[src/rtl/iocr_pkg.sv]
// shared constants and types for the io cell register block
package iocr_pkg;

    // ==========================================================
    // widths
    localparam int MEM_BUS_W = 16;             // widest memory bus
    localparam int GROUPS    = 2;              // strobe groups the bus is split into
    localparam int DQ_W      = MEM_BUS_W / GROUPS;
    localparam int CAL_W     = 6;              // dll calibration code
    localparam int HIST_N    = 1 << CAL_W;     // strobe delay taps
    localparam int GB_W      = 8;              // gearbox parallel word
    localparam int LANE_W    = 4;              // one 1:4 lane
    localparam int ADDR_W    = 2;
    localparam int DATA_W    = 8;

    // ==========================================================
    // register map
    localparam logic [ADDR_W-1:0] REG_CTRL = 2'h0;
    localparam logic [ADDR_W-1:0] REG_STAT = 2'h1;
    localparam logic [DATA_W-1:0] CTRL_RST = 8'h00;
    localparam logic [DATA_W-1:0] RD_IDLE  = 8'h00;

    // ==========================================================
    // gearbox last bit index per word
    localparam logic [2:0] LAST_SEVEN = 3'h6;
    localparam logic [2:0] LAST_EIGHT = 3'h7;
    localparam logic [2:0] LAST_FOUR  = 3'h3;
    localparam logic [2:0] CNT_ZERO   = 3'h0;

    // ==========================================================
    // modes and states
    typedef enum logic [1:0] {
        OM_SDR_FF    = 2'h0,
        OM_SDR_LATCH = 2'h1,
        OM_DDR_GEN   = 2'h2,
        OM_DDR_MEM   = 2'h3
    } iocr_omode_e;

    typedef enum logic [1:0] {
        GB_DESER_BY_SEVEN = 2'h0,
        GB_EIGHT_MODE     = 2'h1,
        GB_FOUR_MODE      = 2'h2
    } iocr_gbmode_e;

    typedef enum logic [3:0] {
        RS_IDLE = 4'h1,
        RS_ARM  = 4'h2,
        RS_PRE  = 4'h4,
        RS_ACT  = 4'h8
    } iocr_rdst_e;

    // ==========================================================
    // carriers
    typedef struct packed {
        logic         rd_en;   // bit 4
        iocr_gbmode_e gb;      // bits 3:2
        iocr_omode_e  om;      // bits 1:0
    } iocr_cfg_s;

    localparam int CFG_W = $bits(iocr_cfg_s);

    typedef struct packed {
        logic [DQ_W-1:0] rise;
        logic [DQ_W-1:0] fall;
    } iocr_rdw_s;

endpackage : iocr_pkg

[src/rtl/iocr_top.sv]
// io cell group: ddr in/out registers, strobe block and input gearbox
module iocr_top
    import iocr_pkg::*;
(
    // clock, reset, enable
    input  wire logic                       i_mclk,
    input  wire logic                       i_rstn,
    input  wire logic                       i_ce,
    // register port
    input  wire logic [iocr_pkg::ADDR_W-1:0] i_addr,
    input  wire logic [iocr_pkg::DATA_W-1:0] i_wdata,
    input  wire logic                       i_wr,
    input  wire logic                       i_rd,
    output logic      [iocr_pkg::DATA_W-1:0] o_rdata,
    // core side data
    input  wire logic [iocr_pkg::DQ_W-1:0]  i_rise_word_in,
    input  wire logic [iocr_pkg::DQ_W-1:0]  i_fall_word_in,
    input  wire logic                       i_tristate_sdr_in,
    input  wire logic                       i_tristate_ddr_in,
    output iocr_pkg::iocr_rdw_s             o_read_word,
    output logic                            o_read_word_valid,
    // dll calibration
    input  wire logic [iocr_pkg::CAL_W-1:0] i_delay_code,
    // pads
    input  wire logic [iocr_pkg::DQ_W-1:0]  i_dq_pad,
    output logic      [iocr_pkg::DQ_W-1:0]  o_dq_pad,
    output logic                            o_dq_oe_n,
    input  wire logic                       i_strobe_pad,
    // strobes routed to the group
    output logic                            o_read_capture_strobe,
    output logic                            o_write_launch_strobe,
    output logic                            o_sync_clock_polarity,
    // input gearbox
    input  wire logic                       i_gb_ser_a,
    input  wire logic                       i_gb_ser_c,
    input  wire logic [1:0]                 i_fast_edge_clock,
    input  wire logic                       i_word_slip_request,
    input  wire logic                       i_gb_reset,
    output logic      [iocr_pkg::GB_W-1:0]  o_gb_word,
    output logic                            o_gb_word_valid
);
    import iocr_pkg::*;

    // ==========================================================
    // helpers
    function automatic logic rise_of(input logic prev, input logic cur);
        return cur & ~prev;
    endfunction : rise_of

    function automatic logic fall_of(input logic prev, input logic cur);
        return prev & ~cur;
    endfunction : fall_of

    function automatic logic [2:0] last_idx(input iocr_gbmode_e m);
        unique case (m)
            GB_DESER_BY_SEVEN: return LAST_SEVEN;
            GB_FOUR_MODE:      return LAST_FOUR;
            default:           return LAST_EIGHT; // code 3 acts as 1:8
        endcase
    endfunction : last_idx

    // ==========================================================
    // pin synchronisers, stage one read only by stage two
    logic [DQ_W-1:0] dq_s1_q, dq_s2_q;     // half of the bus
    logic [4:0]      pin_s1_q, pin_s2_q;   // strobe, ser a, ser c, ecl
    logic            strb_s2, ser_a_s2, ser_c_s2, ecl0_s2, ecl1_s2;

    always_ff @(posedge i_mclk) begin
        if (i_ce) begin
            dq_s1_q  <= i_dq_pad;
            dq_s2_q  <= dq_s1_q;
            pin_s1_q <= {i_strobe_pad, i_gb_ser_a, i_gb_ser_c,
                         i_fast_edge_clock};
            pin_s2_q <= pin_s1_q;
        end
    end
    assign {strb_s2, ser_a_s2, ser_c_s2, ecl1_s2, ecl0_s2} = pin_s2_q;

    // ==========================================================
    // register port
    iocr_cfg_s       cfg_q;
    iocr_rdst_e      st_q;
    logic            pol_q, pend_q;
    logic [DATA_W-1:0] stat;

    assign stat = DATA_W'({pend_q, pol_q, st_q});

    // config write; read data valid only the cycle after the strobe
    always_ff @(posedge i_mclk) begin
        if (!i_rstn) begin
            cfg_q   <= iocr_cfg_s'(CTRL_RST[CFG_W-1:0]);
            o_rdata <= RD_IDLE;
        end else if (i_ce) begin
            if (i_wr && i_addr == REG_CTRL)
                cfg_q <= iocr_cfg_s'(i_wdata[CFG_W-1:0]);
            if (!i_rd)
                o_rdata <= RD_IDLE;
            else if (i_addr == REG_CTRL)
                o_rdata <= DATA_W'(cfg_q);
            else if (i_addr == REG_STAT)
                o_rdata <= stat;
            else
                o_rdata <= RD_IDLE;
        end
    end

    // ==========================================================
    // system clock phase: ph_q is the half-rate core clock level
    logic ph_q;
    logic srise, sfall;

    always_ff @(posedge i_mclk) begin
        if (!i_rstn)
            ph_q <= 1'b0;
        else if (i_ce)
            ph_q <= ~ph_q;
    end
    assign srise = ~ph_q;   // core clock rises at this edge
    assign sfall = ph_q;

    // ==========================================================
    // strobe block: tapped delay of the incoming strobe
    logic [HIST_N-1:0] hist_q;
    logic rc_lvl, wl_lvl, rc_prev_q, wl_prev_q;
    logic rc_rise, rc_fall, wl_rise;

    // taps chosen by the dll code track drift
    always_ff @(posedge i_mclk) begin
        if (!i_rstn) begin
            hist_q    <= '0;
            rc_prev_q <= 1'b0;
            wl_prev_q <= 1'b0;
        end else if (i_ce) begin
            hist_q    <= {hist_q[HIST_N-2:0], strb_s2};
            rc_prev_q <= rc_lvl;
            wl_prev_q <= wl_lvl;
        end
    end
    // read strobe at full code, write strobe at half of it
    assign rc_lvl  = hist_q[i_delay_code];
    assign wl_lvl  = hist_q[i_delay_code >> 1];
    assign rc_rise = rise_of(rc_prev_q, rc_lvl);
    assign rc_fall = fall_of(rc_prev_q, rc_lvl);
    assign wl_rise = rise_of(wl_prev_q, wl_lvl);

    // strobes and polarity leave as registered group signals
    always_ff @(posedge i_mclk) begin
        if (!i_rstn) begin
            o_read_capture_strobe <= 1'b0;
            o_write_launch_strobe <= 1'b0;
            o_sync_clock_polarity <= 1'b0;
        end else if (i_ce) begin
            o_read_capture_strobe <= rc_lvl;
            o_write_launch_strobe <= wl_lvl;
            o_sync_clock_polarity <= pol_q;
        end
    end

    // ==========================================================
    // read cycle tracking and polarity detection
    // the strobe phase is unknown, so it is learnt again each time rd_en is set
    always_ff @(posedge i_mclk) begin
        if (!i_rstn) begin
            st_q  <= RS_IDLE;
            pol_q <= 1'b0;
        end else if (i_ce) begin
            unique case (st_q)
                RS_IDLE: if (cfg_q.rd_en) st_q <= RS_ARM;
                // low strobe after the undriven gap marks preamble
                RS_ARM: begin
                    if (!cfg_q.rd_en) st_q <= RS_IDLE;
                    else if (!rc_lvl) st_q <= RS_PRE;
                end
                RS_PRE: begin
                    if (!cfg_q.rd_en) st_q <= RS_IDLE;
                    else if (rc_rise) begin
                        pol_q <= ph_q;
                        st_q  <= RS_ACT;
                    end
                end
                RS_ACT: if (!cfg_q.rd_en) st_q <= RS_IDLE;
                default: st_q <= RS_IDLE;
            endcase
        end
    end

    // ==========================================================
    // read capture in the strobe timing
    iocr_rdw_s cap_q;
    logic      cap_en, xfer;

    assign cap_en = (st_q == RS_PRE) || (st_q == RS_ACT);

    always_ff @(posedge i_mclk) begin
        if (!i_rstn)
            cap_q <= '0;
        else if (i_ce && cap_en) begin
            if (rc_rise) cap_q.rise <= dq_s2_q;
            if (rc_fall) cap_q.fall <= dq_s2_q;
        end
    end

    // pair complete on the fall; new data wins over the transfer
    assign xfer = pend_q && (ph_q == pol_q);

    always_ff @(posedge i_mclk) begin
        if (!i_rstn)
            pend_q <= 1'b0;
        else if (i_ce)
            pend_q <= (cap_en && rc_fall) || (pend_q && !xfer);
    end

    // resync into the core domain on the chosen phase
    always_ff @(posedge i_mclk) begin
        if (!i_rstn) begin
            o_read_word       <= '0;
            o_read_word_valid <= 1'b0;
        end else if (i_ce) begin
            o_read_word_valid <= xfer;
            if (xfer) o_read_word <= cap_q;
        end
    end

    // ==========================================================
    // output stage registers
    logic [DQ_W-1:0] rise_stage_q, fall_hold_q, fall_stage_q;

    always_ff @(posedge i_mclk) begin
        if (!i_rstn) begin
            rise_stage_q <= '0;
            fall_hold_q  <= '0;
            fall_stage_q <= '0;
        end else if (i_ce) begin
            if (srise) begin
                rise_stage_q <= i_rise_word_in;
                fall_hold_q  <= i_fall_word_in;
            end
            if (sfall) fall_stage_q <= fall_hold_q;
        end
    end

    // pad data; every mode ends in this one flop, adding a cycle
    always_ff @(posedge i_mclk) begin
        if (!i_rstn)
            o_dq_pad <= '0;
        else if (i_ce) begin
            unique case (cfg_q.om)
                OM_SDR_FF:
                    if (srise) o_dq_pad <= i_rise_word_in;
                // latch follows the input while core clock is high
                OM_SDR_LATCH:
                    if (sfall) o_dq_pad <= i_rise_word_in;
                OM_DDR_GEN:
                    o_dq_pad <= ph_q ? fall_stage_q
                                     : rise_stage_q;
                OM_DDR_MEM:
                    o_dq_pad <= wl_lvl ? rise_stage_q
                                       : fall_stage_q;
            endcase
        end
    end

    // ==========================================================
    // tristate path, high input means pad released
    logic ts_sdr_q, ts_mem_q;

    always_ff @(posedge i_mclk) begin
        if (!i_rstn) begin
            ts_sdr_q  <= 1'b1;
            ts_mem_q  <= 1'b1;
            o_dq_oe_n <= 1'b1;
        end else if (i_ce) begin
            if (srise) ts_sdr_q <= i_tristate_sdr_in;
            if (wl_rise) ts_mem_q <= i_tristate_ddr_in;
            o_dq_oe_n <= (cfg_q.om == OM_DDR_MEM) ? ts_mem_q
                                                  : ts_sdr_q;
        end
    end

    // ==========================================================
    // input gearbox, one bit per fast clock edge of either sense
    logic [GB_W-1:0]   sh_a_q;
    logic [LANE_W-1:0] sh_c_q, word_c_q, c_word;
    logic [2:0]        cnt_a_q, cnt_c_q;
    logic              ecl0_prev_q, ecl1_prev_q, slip_q;
    logic              a_bit, c_bit, four, a_done, c_done;

    assign four   = (cfg_q.gb == GB_FOUR_MODE);
    assign a_bit  = rise_of(ecl0_prev_q, ecl0_s2)
                  | fall_of(ecl0_prev_q, ecl0_s2);
    assign c_bit  = four & (rise_of(ecl1_prev_q, ecl1_s2)
                  | fall_of(ecl1_prev_q, ecl1_s2));
    assign a_done = a_bit && !slip_q
                  && cnt_a_q == last_idx(cfg_q.gb);
    // lane c nibble, usable in the very cycle that completes it
    assign c_done = c_bit && !slip_q && cnt_c_q == LAST_FOUR;
    assign c_word = {sh_c_q[LANE_W-2:0], ser_c_s2};

    // a held slip skips one count, moving the frame by a bit
    always_ff @(posedge i_mclk) begin
        if (!i_rstn || i_gb_reset) begin
            slip_q  <= 1'b0;
            cnt_a_q <= CNT_ZERO;
            cnt_c_q <= CNT_ZERO;
        end else if (i_ce) begin
            slip_q <= i_word_slip_request
                    || (slip_q && !a_bit);
            if (a_bit && !slip_q)
                cnt_a_q <= a_done ? CNT_ZERO : cnt_a_q + 3'h1;
            if (c_bit && !slip_q)
                cnt_c_q <= (cnt_c_q == LAST_FOUR) ? CNT_ZERO
                                                  : cnt_c_q + 3'h1;
        end
    end

    // shifters and edge history
    always_ff @(posedge i_mclk) begin
        if (!i_rstn || i_gb_reset) begin
            sh_a_q      <= '0;
            sh_c_q      <= '0;
            word_c_q    <= '0;
            ecl0_prev_q <= ecl0_s2;    // a parked clock is no edge
            ecl1_prev_q <= ecl1_s2;
        end else if (i_ce) begin
            ecl0_prev_q <= ecl0_s2;
            ecl1_prev_q <= ecl1_s2;
            if (a_bit) sh_a_q <= {sh_a_q[GB_W-2:0], ser_a_s2};
            if (c_bit) sh_c_q <= {sh_c_q[LANE_W-2:0], ser_c_s2};
            if (c_done) word_c_q <= c_word;
        end
    end

    // parallel word placement by mode
    always_ff @(posedge i_mclk) begin
        if (!i_rstn || i_gb_reset) begin
            o_gb_word       <= '0;
            o_gb_word_valid <= 1'b0;
        end else if (i_ce) begin
            o_gb_word_valid <= a_done;
            if (a_done) begin
                unique case (cfg_q.gb)
                    GB_DESER_BY_SEVEN:
                        o_gb_word <= {1'b0, sh_a_q[5:0], ser_a_s2};
                    GB_FOUR_MODE:
                        o_gb_word <= {sh_a_q[2:0], ser_a_s2,
                                      c_done ? c_word : word_c_q};
                    default:
                        o_gb_word <= {sh_a_q[6:0], ser_a_s2};
                endcase
            end
        end
    end
endmodule : iocr_top

[config.mk]
export PLATFORM = sky130hd
export DESIGN_NAME = iocr_top
export DESIGN_NICKNAME = d
export VERILOG_FILES = /design/src/rtl/iocr_pkg.sv /design/src/rtl/iocr_top.sv
export SDC_FILE = /design/constraint.sdc
export NUM_CORES = 1
export LEC_CHECK = 0
export CAP_MARGIN = 40
export CORE_MARGIN = 2
export CORE_UTILIZATION = 35
export DETAILED_ROUTE_END_ITERATION = 16
export DONT_BUFFER_PORTS = 1
export GPL_ROUTABILITY_DRIVEN = 0
export PLACE_DENSITY_LB_ADDON = 0.2
export SLEW_MARGIN = 10
export SYNTH_ARGS = -nofsm -noshare
export SYNTH_HDL_FRONTEND = slang
export SYNTH_SLANG_ARGS = --single-unit
[constraint.sdc]
create_clock -name i_mclk -period 3.3 [get_ports i_mclk]
set_input_delay 0.66 -clock i_mclk [delete_from_list [all_inputs] [get_ports i_mclk]]
set_output_delay 0.66 -clock i_mclk [all_outputs]
set_load 0.02 [all_outputs]
==> summary.md <==
| Metric | Value |
|---|---|
| Outcome | finished clean |
| Clock slew at reported path FFs | ~60 ps |
| Final core occ | 0.396 |
| Vias in the first global route | a little under 6000 |
| Xor and xnor area share after synthesis | 0.00757 |
| Worst hold margin | between 200 and 250 ps |
| Worst slew pin tran | 732 ps |
| Most common cell after layout, fill and taps aside | dfxtp_1 |
| Clock Skew | 16.1 ps |
| CP endpoint kind | flop |
| Drt first-iter violations | 324 |
| Core footprint | 26000 µm² |
| Pre-CTS WS | about 480 ps |
| Count of cell types in the netlist | 51 |
| PortBufs | 0 |
| Worst R2R Start | hist_q[31]$_SDFFE_PN0P_ |
| Largest family of logic cells by synthesized area | multiplexers |
| Routed len/inst | roughly 16 µm |
| IO Pins | 100 |
| Number of synthesized flops with an enable pin | 28 |
| Worst setup path class | reg2reg |
| Area fraction in compound gates after synthesis | 0.0747 |
| Final hold vios | 0 |
| Most frequent cells in the layout | dfxtp_1, mux2i_1, nor2b_1, nand2_1, nor2_1 |
| Clock Sinks | around 210 |
| Worst-Skew Late Latency | 520 ps |
| Die height | around 170 µm |
| Synthesized area per cell | about 10 µm² |
| Row cnt | between 50 and 60 |
| Area growth syn-to-layout | 11.3% |
| Ys flop type | dfxtp_1 |
| Async set-reset flop share out of synthesis | 0 |
| Simple-gate share of the synthesized area | 0.170 |
| CTS buffer count | 24 |
| CP startpoint | hist_q[31]$_SDFFE_PN0P_ |
| RSZ-0062 raised after global routing | no |
| Synthesized cell area | just over 9000 µm² |
| Reg area | ~4500 µm² |
| Final WL | ~19000 µm |
| HP Class | in2reg |
| Worst IR Drop VDD | about 0.46 mV |
| Fmax | about 0.40 GHz |
| Seq/Total Area, Yosys | 0.487 |
| Die area | 27700 µm² |
| Die Width | roughly 170 µm |
| Max Cap Viol | 0 |
| CTS tree | built |
| H-Tree Depth | 1 |
| Final setup violation count | 0 |
| DP HPWL | around 12000 µm |
| Gr ovfl total | 0 |
| Pin count of the biggest net entering global routing | roughly 160 |
| Total GRT Usage | 0.138 |
| Min Tclk post-route | ~2500 ps |
| Power Total | approximately 5700 µW |
| CP startpoint kind | flop |
| Adder-cell share of the synthesized area | 0.00270 |
| First-pass GRT wire length | 32100 µm |
| Pre-Repair DR Iteration Count | 4 |
| Post-CTS Repair Setup Buffers | 0 |
| CTS resizes | 0 |
| Root Buffer | clkbuf_16 |
| Final worst path period share | 0.759 |
| Vias/cell | between 4 and 5 |
| Pwr dens | about 560 nW/µm² |
| Clock Path Buffers | 3 |
| Worst rel slew slack | 0.510 |
| Vias | about 6000 |
| Drt drc | 0 |
| Nets@finish | 923 |
| Seq cells post-synth | around 210 |
| Crit path arrival time | slightly below 3000 ps |
| Setup TNS | 0 ps |
| CP Max Fanout | 9 |
| Hold Buf Count CTS | 0 |
| Synthesis Warnings | 0 |
| Initial core utilization | 0.356 |
| Worst Path Required | approximately 3700 ps |
| Final WS setup | between 700 and 800 ps |
| Initial antenna violation count | 1 |
| Hold path start | i_rstn |
| Leak | a little over 0.004 µW |
| Multiplexer share of the synthesized area | 0.224 |
| Area occupied by multi-input gates | 4440 µm² |
| Post-Syn Instances | 894 |
| ANT nets after route | 0 |
| Final Max Tran Viols | 0 |
| FILL cells | 2569 |
| Layout cells sized above 1 | 0.0780 |
critical path, stage by stage, from the launching register on:
cell and delay [ps]:
dfxtp_1 350, mux4_2 490, a2111oi_0 550, buf_4 210
nor2_1 50, a221o_1 340, buf_4 210, mux2i_1 160
nor2b_1 50
final timing paths:
check	endpoint	slack, ps	cells after the start
max	cap_q[1]$_SDFFE_PN0P_	790	8
min	o_dq_oe_n$_SDFFE_PN1P_	230	1
max reg2reg	cap_q[1]$_SDFFE_PN0P_	790	8
min reg2reg	dq_s2_q[7]$_DFFE_PP_	420	0
state kept, by name, indices dropped and copies added (netlist names), 5 cells and up:
register	count
rise_stage_q	8
dq_s1_q	8
dq_s2_q	8
sh_a_q	7
pin_s1_q	5
o_rdata	6
o_dq_pad	8
cap_q	16
o_gb_word	8
hist_q	64
fall_stage_q	8
o_read_word	16
fall_hold_q	8
pin_s2_q	5
cfg_q	5
through the flow:
stage	instance area [µm²]	instances
after detailed placement	9490	1176
after global routing	10300	1220
after global placement	9490	1176
after floorplan	9260	895
final	10300	1221
after CTS	10300	1220
layout make-up:
cell class,count,share of cell area
timing repair buffer,11,0.00802
multi-input combinational,608,0.431
sequential,211,0.437
clock buffer,37,0.0700
inverter,11,0.00401
clock inverter,7,0.00862
tap,335,0.0407
antenna,1,0.000243
cells in the mapped netlist, types with 2 or more instances:
library cell / instances / area share
nand4b_1: 2 / 0.0019
buf_4: 3 / 0.0024
mux2i_1: 168 / 0.18
a211oi_1: 10 / 0.0081
nor3_1: 15 / 0.0081
xor2_1: 5 / 0.0047
a21oi_1: 18 / 0.0097
o211ai_1: 2 / 0.0016
nand3_1: 21 / 0.011
clkbuf_1: 47 / 0.019
buf_2: 4 / 0.0022
o211a_1: 3 / 0.0032
ha_1: 2 / 0.0027
inv_1: 10 / 0.0041
o21ai_0: 14 / 0.0076
o22ai_1: 8 / 0.0054
nor2b_1: 116 / 0.078
nor2_1: 61 / 0.025
edfxtp_1: 28 / 0.091
mux4_2: 16 / 0.039
nand2_1: 74 / 0.030
nand4_1: 3 / 0.0020
nand2b_1: 7 / 0.0047
dfxtp_1: 183 / 0.40
buf_1: 10 / 0.0041
xnor2_1: 3 / 0.0028
nor3b_1: 2 / 0.0016
a22oi_1: 7 / 0.0057
a21boi_0: 28 / 0.023
a2111oi_0: 3 / 0.0028
power breakdown:
part	internal, µW	switching (µW)	leakage [µW]
clock network	1660	1040	0.000400
logic	151	132	0.00191
registers	2680	74.3	0.00176
metal layers:
metal  routed length (µm)  track usage  part of all wire
met1                 9510        0.193              0.49
met2                 8320        0.213              0.43
met3                 1020       0.0349             0.053
met4                  433       0.0334             0.022
met5                   13            0           0.00067
kinds of logic (layout without fill, tap and decap cells):
family,count (synthesis),count (layout)
AOI/OAI and AO/OA,101,101
buffers and inverters,76,66
xor gates and xnor gates,8,8
DFF,211,211
other,1,3
adders and majority gates,2,2
muxes,186,186
and+or+nand+nor,309,309
Note: power is estimated with default switching activity, not from simulation.
